### src/rsq_defines.svh
// Timing counts, counter widths and sync input index layout of the reset sequencer
`ifndef RSQ_DEFINES_SVH
`define RSQ_DEFINES_SVH

`define RSQ_CLK_PERIOD_PS 5000
`define RSQ_IN_ASSERT_MIN 32
`define RSQ_OUT_ASSERT_MIN 512
`define RSQ_HARD_TO_SOFT_MIN 16
`define RSQ_STRAP_TURNON_MIN 1
`define RSQ_PLL_LOCK_MAX_US 100
`define RSQ_PLL_LOCK_CYCLES ((`RSQ_PLL_LOCK_MAX_US * 1000000) / `RSQ_CLK_PERIOD_PS)
`define RSQ_DLL_LOCK_MIN 7680
`define RSQ_DLL_LOCK_MAX 122880
`define RSQ_SYNC_COUNT_W 10
`define RSQ_IN_COUNT_W 6
`define RSQ_PLL_COUNT_W 16
`define RSQ_DLL_COUNT_W 17
`define RSQ_SRC_W 3
`define RSQ_NUM_SYNC 7
`define RSQ_IX_POR 0
`define RSQ_IX_HARD 1
`define RSQ_IX_SOFT 2
`define RSQ_IX_HOSTCLK 3
`define RSQ_IX_BUSCLK 4
`define RSQ_IX_PLL 5
`define RSQ_IX_DLL 6

`endif

### src/rsq_pkg.sv
// Types of the reset sequencer
package rsq_pkg;
  typedef enum logic [2:0] {
    ST_POR,
    ST_PLL,
    ST_DLL,
    ST_HARD,
    ST_SPACE,
    ST_SOFT,
    ST_RUN
  } rsq_state_type;
endpackage

### src/rsq_reset_init_sequencer.sv
// Reset initialisation sequencer: reset lines, straps, PLL and DLL lock
//
// Datasheet rules this block follows or relies on
// External reset request needs 32 sync periods
// Host mode power-on reset held 32 primary
// Agent mode power-on reset held 32 sync
// Drive reset lines at least 512 sync
// Soft release 16 sync after hard release
// Host mode straps valid 4 primary before
// Agent mode straps valid 4 sync before
// Stop driving straps within 4 ns
// Resume strap drive 1 sync after hard
// DLL lock within 7680 to 122880 cycles
// Hold internal logic until PLL reports lock
// Primary clock from host or bus input
// Host mode sync period from divide strap
// Reset lines only pulled low, else released
`timescale 1ns/1ps
`include "rsq_defines.svh"
module rsq_reset_init_sequencer #(
  parameter int PLL_LOCK_CYCLES = `RSQ_PLL_LOCK_CYCLES,
  parameter int DLL_LOCK_MAX_CYCLES = `RSQ_DLL_LOCK_MAX
) (
  input wire logic clk_sys, // 200 MHz system clock
  input wire logic rst_n, // Async reset, active low
  input wire logic ce, // Clock enable, freezes state when low
  input wire logic power_on_reset_in_n, // Power-on reset pin, active low
  input wire logic hard_reset_line_in_n, // Hard reset wire level
  output logic hard_reset_line_out, // Hard reset drive value, always 0
  output logic hard_reset_line_oe_n, // Low while pulling hard reset low
  input wire logic soft_reset_line_in_n, // Soft reset wire level
  output logic soft_reset_line_out, // Soft reset drive value, always 0
  output logic soft_reset_line_oe_n, // Low while pulling soft reset low
  input wire logic primary_clock_in, // Host clock input pin
  input wire logic bus_clock_in, // Bus clock input pin
  input wire logic host_mode_strap, // 1 host mode, 0 agent mode
  input wire logic input_clock_divide_strap, // 1 halves primary for sync clock in host mode
  input wire logic [`RSQ_SRC_W-1:0] reset_source_strap, // Reset source straps
  input wire logic pll_lock_in, // PLL lock indication
  input wire logic dll_lock_in, // DLL lock indication
  output logic [`RSQ_SRC_W-1:0] cfg_reset_source_q, // Latched reset source
  output logic cfg_clock_divide_q, // Latched divide strap
  output logic cfg_host_mode_q, // Latched host mode
  output logic strap_out_oe_n, // Low while device drives strap pins
  output logic core_reset_n_q, // Internal logic reset, active low
  output logic sync_tick_q, // One pulse per sync clock period
  output logic pll_timeout_q, // PLL lock overdue, sticky
  output logic dll_timeout_q // DLL lock overdue, sticky
);
  logic [`RSQ_NUM_SYNC-1:0] pins;
  logic [`RSQ_NUM_SYNC-1:0] lvl;
  logic [`RSQ_NUM_SYNC-1:0] rise;
  rsq_pkg::rsq_state_type state_q;
  rsq_pkg::rsq_state_type state_d;
  logic prim_tick;
  logic half_q;
  logic sync_tick_d;
  logic [`RSQ_SYNC_COUNT_W-1:0] tick_cnt_q;
  logic [`RSQ_IN_COUNT_W-1:0] hard_in_cnt_q;
  logic [`RSQ_IN_COUNT_W-1:0] soft_in_cnt_q;
  logic [`RSQ_PLL_COUNT_W-1:0] pll_cnt_q;
  logic [`RSQ_DLL_COUNT_W-1:0] dll_cnt_q;
  logic hard_drive_q;
  logic soft_drive_q;
  logic soft_only_q;
  logic hard_req;
  logic soft_req;
  logic por_active;

  assign pins = {dll_lock_in, pll_lock_in, bus_clock_in, primary_clock_in,
                 soft_reset_line_in_n, hard_reset_line_in_n, power_on_reset_in_n};

  rsq_sync_edge #(.W(`RSQ_NUM_SYNC)) u_sync (
    .clk_sys(clk_sys),
    .rst_n(rst_n),
    .ce(ce),
    .pin_in(pins),
    .level_q(lvl),
    .rise(rise)
  );

  assign por_active = !lvl[`RSQ_IX_POR];

  // Primary clock source depends on bus role
  assign prim_tick = cfg_host_mode_q ? rise[`RSQ_IX_HOSTCLK] : rise[`RSQ_IX_BUSCLK];

  // Divide strap halves the primary rate in host mode
  always_comb begin
    if (cfg_host_mode_q && cfg_clock_divide_q) begin
      sync_tick_d = prim_tick && half_q;
    end else begin
      sync_tick_d = prim_tick;
    end
  end

  always_ff @(posedge clk_sys or negedge rst_n) begin
    if (!rst_n) begin
      half_q <= 1'b0;
      sync_tick_q <= 1'b0;
    end else if (ce) begin
      if (prim_tick) begin
        half_q <= !half_q;
      end
      sync_tick_q <= sync_tick_d;
    end
  end

  // Straps follow the pins while power-on reset is held, freeze at release
  always_ff @(posedge clk_sys or negedge rst_n) begin
    if (!rst_n) begin
      cfg_reset_source_q <= 3'h0;
      cfg_clock_divide_q <= 1'b0;
      cfg_host_mode_q <= 1'b1;
    end else if (ce && por_active) begin
      cfg_reset_source_q <= reset_source_strap;
      cfg_clock_divide_q <= input_clock_divide_strap;
      cfg_host_mode_q <= host_mode_strap;
    end
  end

  // Filter external requests; only lines not driven by us count
  always_ff @(posedge clk_sys or negedge rst_n) begin
    if (!rst_n) begin
      hard_in_cnt_q <= 6'h00;
      soft_in_cnt_q <= 6'h00;
    end else if (ce) begin
      if (lvl[`RSQ_IX_HARD] || hard_drive_q) begin
        hard_in_cnt_q <= 6'h00;
      end else if (sync_tick_q && hard_in_cnt_q != 6'(`RSQ_IN_ASSERT_MIN)) begin
        hard_in_cnt_q <= hard_in_cnt_q + 6'h01;
      end
      if (lvl[`RSQ_IX_SOFT] || soft_drive_q) begin
        soft_in_cnt_q <= 6'h00;
      end else if (sync_tick_q && soft_in_cnt_q != 6'(`RSQ_IN_ASSERT_MIN)) begin
        soft_in_cnt_q <= soft_in_cnt_q + 6'h01;
      end
    end
  end

  assign hard_req = hard_in_cnt_q == 6'(`RSQ_IN_ASSERT_MIN);
  assign soft_req = soft_in_cnt_q == 6'(`RSQ_IN_ASSERT_MIN);

  always_comb begin
    state_d = state_q;
    case (state_q)
      rsq_pkg::ST_POR: begin
        if (!por_active) begin
          state_d = rsq_pkg::ST_PLL;
        end
      end
      rsq_pkg::ST_PLL: begin
        if (lvl[`RSQ_IX_PLL]) begin
          state_d = rsq_pkg::ST_DLL;
        end
      end
      rsq_pkg::ST_DLL: begin
        if (lvl[`RSQ_IX_DLL]) begin
          state_d = rsq_pkg::ST_HARD;
        end
      end
      rsq_pkg::ST_HARD: begin
        if (sync_tick_q && tick_cnt_q == 10'(`RSQ_OUT_ASSERT_MIN - 1)) begin
          state_d = soft_only_q ? rsq_pkg::ST_RUN : rsq_pkg::ST_SPACE;
        end
      end
      rsq_pkg::ST_SPACE: begin
        if (sync_tick_q && tick_cnt_q == 10'(`RSQ_HARD_TO_SOFT_MIN - 1)) begin
          state_d = rsq_pkg::ST_SOFT;
        end
      end
      rsq_pkg::ST_SOFT: begin
        state_d = rsq_pkg::ST_RUN;
      end
      rsq_pkg::ST_RUN: begin
        if (hard_req) begin
          state_d = rsq_pkg::ST_PLL;
        end else if (soft_req) begin
          state_d = rsq_pkg::ST_HARD;
        end
      end
      default: begin
        state_d = rsq_pkg::ST_POR;
      end
    endcase
    if (por_active) begin
      state_d = rsq_pkg::ST_POR;
    end
  end

  always_ff @(posedge clk_sys or negedge rst_n) begin
    if (!rst_n) begin
      state_q <= rsq_pkg::ST_POR;
    end else if (ce) begin
      state_q <= state_d;
    end
  end

  // Sync period counter restarts on each state change
  always_ff @(posedge clk_sys or negedge rst_n) begin
    if (!rst_n) begin
      tick_cnt_q <= 10'h000;
    end else if (ce) begin
      if (state_d != state_q) begin
        tick_cnt_q <= 10'h000;
      end else if (sync_tick_q && tick_cnt_q != 10'h3FF) begin
        tick_cnt_q <= tick_cnt_q + 10'h001;
      end
    end
  end

  // Soft-only request asserts soft line alone for the full hold time
  always_ff @(posedge clk_sys or negedge rst_n) begin
    if (!rst_n) begin
      soft_only_q <= 1'b0;
    end else if (ce) begin
      if (state_q == rsq_pkg::ST_RUN) begin
        soft_only_q <= soft_req && !hard_req;
      end else if (state_q != rsq_pkg::ST_HARD) begin
        soft_only_q <= 1'b0;
      end
    end
  end

  // Line drive; hard and soft both held low from power-on through lock
  always_ff @(posedge clk_sys or negedge rst_n) begin
    if (!rst_n) begin
      hard_drive_q <= 1'b1;
      soft_drive_q <= 1'b1;
      core_reset_n_q <= 1'b0;
    end else if (ce) begin
      hard_drive_q <= !(state_d == rsq_pkg::ST_RUN || state_d == rsq_pkg::ST_SPACE
                       || state_d == rsq_pkg::ST_SOFT || soft_only_q_next(state_d));
      soft_drive_q <= state_d != rsq_pkg::ST_RUN && state_d != rsq_pkg::ST_SOFT;
      core_reset_n_q <= state_d == rsq_pkg::ST_RUN
                        || state_d == rsq_pkg::ST_SPACE || state_d == rsq_pkg::ST_SOFT;
    end
  end

  function automatic logic soft_only_q_next(input rsq_pkg::rsq_state_type s);
    soft_only_q_next = (s == rsq_pkg::ST_HARD) && (soft_only_q
                       || (state_q == rsq_pkg::ST_RUN && !hard_req));
  endfunction

  // Open-drain: value pinned low, only the enable moves
  assign hard_reset_line_out = 1'b0;
  assign soft_reset_line_out = 1'b0;
  assign hard_reset_line_oe_n = !hard_drive_q;
  assign soft_reset_line_oe_n = !soft_drive_q;

  // Strap drive off in the same edge hard reset asserts; back one sync tick later
  always_ff @(posedge clk_sys or negedge rst_n) begin
    if (!rst_n) begin
      strap_out_oe_n <= 1'b1;
    end else if (ce) begin
      if (hard_drive_q || state_d == rsq_pkg::ST_PLL || state_d == rsq_pkg::ST_POR) begin
        strap_out_oe_n <= 1'b1;
      end else if (sync_tick_q && tick_cnt_q >= 10'(`RSQ_STRAP_TURNON_MIN - 1)) begin
        strap_out_oe_n <= 1'b0;
      end
    end
  end

  // Lock watchdogs; overdue lock is flagged, sequence still waits
  always_ff @(posedge clk_sys or negedge rst_n) begin
    if (!rst_n) begin
      pll_cnt_q <= 16'h0000;
      dll_cnt_q <= 17'h00000;
      pll_timeout_q <= 1'b0;
      dll_timeout_q <= 1'b0;
    end else if (ce) begin
      if (state_q != rsq_pkg::ST_PLL) begin
        pll_cnt_q <= 16'h0000;
      end else if (pll_cnt_q != 16'(PLL_LOCK_CYCLES)) begin
        pll_cnt_q <= pll_cnt_q + 16'h0001;
      end else begin
        pll_timeout_q <= 1'b1;
      end
      if (state_q != rsq_pkg::ST_DLL) begin
        dll_cnt_q <= 17'h00000;
      end else if (dll_cnt_q != 17'(DLL_LOCK_MAX_CYCLES)) begin
        dll_cnt_q <= dll_cnt_q + 17'h00001;
      end else begin
        dll_timeout_q <= 1'b1;
      end
      if (por_active) begin
        pll_timeout_q <= 1'b0;
        dll_timeout_q <= 1'b0;
      end
    end
  end
endmodule

### src/rsq_sync_edge.sv
// Two-stage synchroniser with rising-edge detect for a group of pins
`timescale 1ns/1ps
module rsq_sync_edge #(
  parameter int W = 7
) (
  input wire logic clk_sys, // System clock
  input wire logic rst_n, // Async reset, active low
  input wire logic ce, // Clock enable
  input wire logic [W-1:0] pin_in, // Asynchronous inputs
  output logic [W-1:0] level_q, // Synchronised levels
  output logic [W-1:0] rise // One-cycle rising edge pulses
);
  logic [W-1:0] meta_q;
  logic [W-1:0] prev_q;

  always_ff @(posedge clk_sys or negedge rst_n) begin
    if (!rst_n) begin
      meta_q <= '0;
      level_q <= '0;
      prev_q <= '0;
    end else if (ce) begin
      meta_q <= pin_in;
      level_q <= meta_q;
      prev_q <= level_q;
    end
  end

  assign rise = level_q & ~prev_q & {W{ce}};
endmodule
### config.mk
export PLATFORM = sky130hd
export DESIGN_NAME = rsq_reset_init_sequencer
export DESIGN_NICKNAME = d
export VERILOG_FILES = /design/src/rsq_pkg.sv /design/src/rsq_reset_init_sequencer.sv /design/src/rsq_sync_edge.sv
export VERILOG_INCLUDE_DIRS = /design/src
export SDC_FILE = /design/constraint.sdc
export NUM_CORES = 1
export LEC_CHECK = 0
export ABC_AREA = 1
export BUFFER_PORTS_ARGS = -buffer_cell sky130_fd_sc_hd__buf_2
export CAP_MARGIN = 20
export CORE_ASPECT_RATIO = 0.75
export CORE_MARGIN = 10
export CORE_UTILIZATION = 30
export CTS_CLUSTER_DIAMETER = 30
export DETAILED_ROUTE_END_ITERATION = 10
export PLACE_DENSITY_LB_ADDON = 0.08
export REMOVE_ABC_BUFFERS = 1
export SYNTH_ARGS = -nofsm -noshare
export SYNTH_HDL_FRONTEND = slang
export SYNTH_SLANG_ARGS = --single-unit
### constraint.sdc
create_clock -name clk_sys -period 2 [get_ports clk_sys]
set_input_delay 0.4 -clock clk_sys [delete_from_list [all_inputs] [get_ports clk_sys]]
set_output_delay 0.4 -clock clk_sys [all_outputs]
set_load 0.005 [all_outputs]
==> impl_metrics.env <==
export IMPL_status="finished, violations left"
export IMPL_violations="negative hold slack"
export IMPL_via_per_inst=4.62
export IMPL_cts_root_buf="clkbuf_16"
export IMPL_grt_total_usage=0.113
export IMPL_rr_worst_depth=14
export IMPL_cellPowerDensity_nw_per_um2=734
export IMPL_finish_instance_area_sq_um=5960
export IMPL_synth_edff_count=0
export IMPL_power_mw=4.37
export IMPL_grt_ovfl_total=0
export IMPL_ys_warn_count=0
export IMPL_n_fill_cell=1696
export IMPL_fin_cells=894
export IMPL_synth_cell_type_count=39
export IMPL_finalCritPeriodShare=0.974
export IMPL_fin_crit_ps=1950
export IMPL_crit_arrival_ps=2180
export IMPL_grt_pass1_vias=3970
export IMPL_crit_family="simple AND/OR/NAND/NOR gates"
export IMPL_place_area_sq_um=5380
export IMPL_cts_sinks=88
export IMPL_yosysSeqAreaShare=0.453
export IMPL_path_max_fanout=5
export IMPL_place_congestion=0.859
export IMPL_crit_buf_inv=0
export IMPL_synth_area_sq_um=4870
export IMPL_ir_drop_mv=0.452
export IMPL_dp_slack_ps=-22.7
export IMPL_portBuffers=26
export IMPL_p_leak_nw=2.71
export IMPL_worstSetupPathType="flop to flop"
export IMPL_synth_area_leaders="dfrtp_1 43%, nand2_1 13%, nand3_1 5.2%, inv_1 4.8%, nor2_1 3.8%"
export IMPL_netlist_area_leader_share=0.432
export IMPL_rsz0062_at_grt="yes"
export IMPL_wl_per_cell_um=13.6
export IMPL_register_area_sq_um=2210
export IMPL_slowest_stage="dfrtp_1"
export IMPL_yosysMostFrequentCell="nand2_1"
export IMPL_cts_tree="done"
export IMPL_synth_cells_most_frequent="166 x nand2_1, 84 x dfrtp_1, 62 x inv_1"
export IMPL_cpMostUsedCell="nand2_2"
export IMPL_cp_slowest_stage_delay_ps=370
export IMPL_worstPathRequired_ps=2230
export IMPL_coreArea_sq_um=16000
export IMPL_hold_viol=3
export IMPL_finalSetupViolCount=0
export IMPL_drc=0
export IMPL_grt_pass1_wl_um=20200
export IMPL_synth_ff_type="dfrtp_1"
export IMPL_clkLatencyLatePin_ps=350
export IMPL_crit_path_start="tick_cnt_q[0]$_DFFE_PN0P_"
export IMPL_dp_final_hpwl_um=8830
export IMPL_start_util=0.305
export IMPL_tightestPinTransition_ps=500
export IMPL_max_slew_margin_rel=0.663
export IMPL_dr_pass1_iters=4
export IMPL_skew_ps=11.0
export IMPL_r2r_start="tick_cnt_q[0]$_DFFE_PN0P_"
export IMPL_clkTransAtPathRegs_ps=60
export IMPL_die_w_um=167
export IMPL_wl_um=12200
export IMPL_holdWs_ps=-1.37
export IMPL_ant_nets=0
export IMPL_clockBufferDepth=2
export IMPL_synthArstFlopShare=1.00
export IMPL_row_count=40
export IMPL_min_path_type="primary input to asynchronous set/reset pin"
export IMPL_slew_viol_final=0
export IMPL_htree_levels=3
export IMPL_pin_count=29
export IMPL_fin_ws_ps=52.0
export IMPL_antenna_cells=0
export IMPL_cp_depth=14
export IMPL_cts_buffers=9
export IMPL_grt_max_degree=33
export IMPL_drv_cap=0
export IMPL_tns_ps=0
export IMPL_cp_end_kind="flop"
export IMPL_die_area_sq_um=21800
export IMPL_nNetsFinal=703
export IMPL_ys_seq_elements=88
export IMPL_worstSetupStartpointType="flop"
export IMPL_multi_input_area_sq_um=2500
export IMPL_vias=4131
export IMPL_drtIter0Drc=256
export IMPL_reg2reg_slack_ps=50
export IMPL_cp_cell_sequence="ha_2 -> nand2_2 -> nor2_4 -> nand3_4 -> nor2_2 -> nor2_1 -> nand2_2 -> nand2_4 -> nand2_2 -> nand2_2 -> nand3_4 -> nand2_4 -> nand3_1 -> nand2_1"
export IMPL_layout_drive_gt1_share=0.209
export IMPL_final_core_util=0.373
export IMPL_fmax_mhz=513
export IMPL_area_growth_pct=22.3
export IMPL_syn_inst=624
export IMPL_antenna_found_initial=0
export IMPL_synth_top_area_cell="dfrtp_1"
export IMPL_fp_dieH_um=130
export IMPL_syn_avg_cell_area_sq_um=7.80
export IMPL_cts_hold_buffers_added=0
export IMPL_dp_cells=867
==> power breakdown <==
group | internal, mW | switching (mW)
clock network | 1.04 | 0.690
logic | 0.246 | 0.414
registers | 1.89 | 0.0916
total | 3.17 | 1.20
==> worst paths after layout <==
kind,to
setup / recovery,tick_cnt_q[6]$_DFFE_PN0P_
hold / removal,soft_in_cnt_q[0]$_DFFE_PN0P_
setup reg to reg,tick_cnt_q[6]$_DFFE_PN0P_
hold reg to reg,half_q$_DFFE_PN0P_
max in group asynchronous,cfg_host_mode_q$_DFFE_PN1P_
min in group clk_sys,u_sync.meta_q[0]$_DFFE_PN0P_
==> metal layers <==
metal | up-vias | track usage | share of wire
met2 | 44 | 0.165 | 0.42
met5 | - | 0 | 0
met3 | 2 | 0.0303 | 0.032
met4 | 0 | 0.0304 | 0.0029
li1 | 2170 | - | -
met1 | 1915 | 0.159 | 0.54
==> area by class of cell <==
cell class | count | area share
Multi-Input combinational cell | 452 | 0.419
Sequential cell | 88 | 0.371
Timing Repair Buffer | 61 | 0.0712
Tap cell | 210 | 0.0441
Clock buffer | 13 | 0.0437
Inverter | 67 | 0.0431
Clock inverter | 3 | 0.00714
==> cells in the final DEF (no fill, tap or decap), drive strengths merged <==
master | netlist | final
nand2 | 173 | 174
dfrtp | 84 | 84
inv | 67 | 67
buf | 11 | 61
nor2 | 56 | 56
nand3 | 54 | 54
nor3 | 27 | 27
o21ai | 25 | 25
a21oi | 23 | 23
xor2 | 21 | 21
nand4 | 19 | 19
o31ai | 15 | 15
clkbuf | 8 | 13
nor4 | 9 | 9
ha | 9 | 9
xnor2 | 5 | 5
o22ai | 4 | 4
dfstp | 4 | 4
nand3b | 3 | 3
and3 | 2 | 2
conb | 1 | 2
and2 | 1 | 1
o32ai | 1 | 1
o211ai | 1 | 1
o21a | 1 | 1
bufinv | 0 | 1
clkinv | 0 | 1
clkinvlp | 0 | 1
==> worst reg2reg max path, stage by stage (launching register included) <==
cell	delay, ps
dfrtp_1	370
ha_2	220
nand2_2	80
nor2_4	170
nand3_4	110
nor2_2	120
nor2_1	50
nand2_2	110
nand2_4	80
nand2_2	90
nand2_2	70
nand3_4	140
nand2_4	100
nand3_1	80
nand2_1	50
==> registers in the layout, indices dropped and copies added (netlist names), 2 cells and up <==
register,flops
cfg_reset_source_q,3
u_sync.meta_q,7
dll_cnt_q,17
soft_in_cnt_q,6
hard_in_cnt_q,6
state_q,3
u_sync.level_q,7
pll_cnt_q,16
tick_cnt_q,10
u_sync.prev_q,2
==> kinds of logic (layout without fill, tap and decap cells) <==
| kind of cell | after synthesis | count (layout) | synth area share |
|---|---|---|---|
| AO/OA/AOI/OAI | 70 | 70 | 0.0833 |
| XOR/XNOR | 26 | 26 | 0.0468 |
| adder cells (fa/ha/maj) | 9 | 9 | 0.0231 |
| flip-flops | 88 | 88 | 0.453 |
| AND/OR/NAND/NOR | 344 | 345 | 0.320 |
| other | 1 | 2 | 0.000770 |
| buffers and inverters | 86 | 144 | 0.0730 |
==> timing repair <==
action / CTS / global route
endpoints found under the hold margin: 0 / 0
resized for setup: 4 / 48
endpoints found under the setup margin: 10 / 29
pin swaps: 2 / 17
cloned: 1 / 0
setup buffers: 1 / 9
Power figures use the tool's default switching activity.
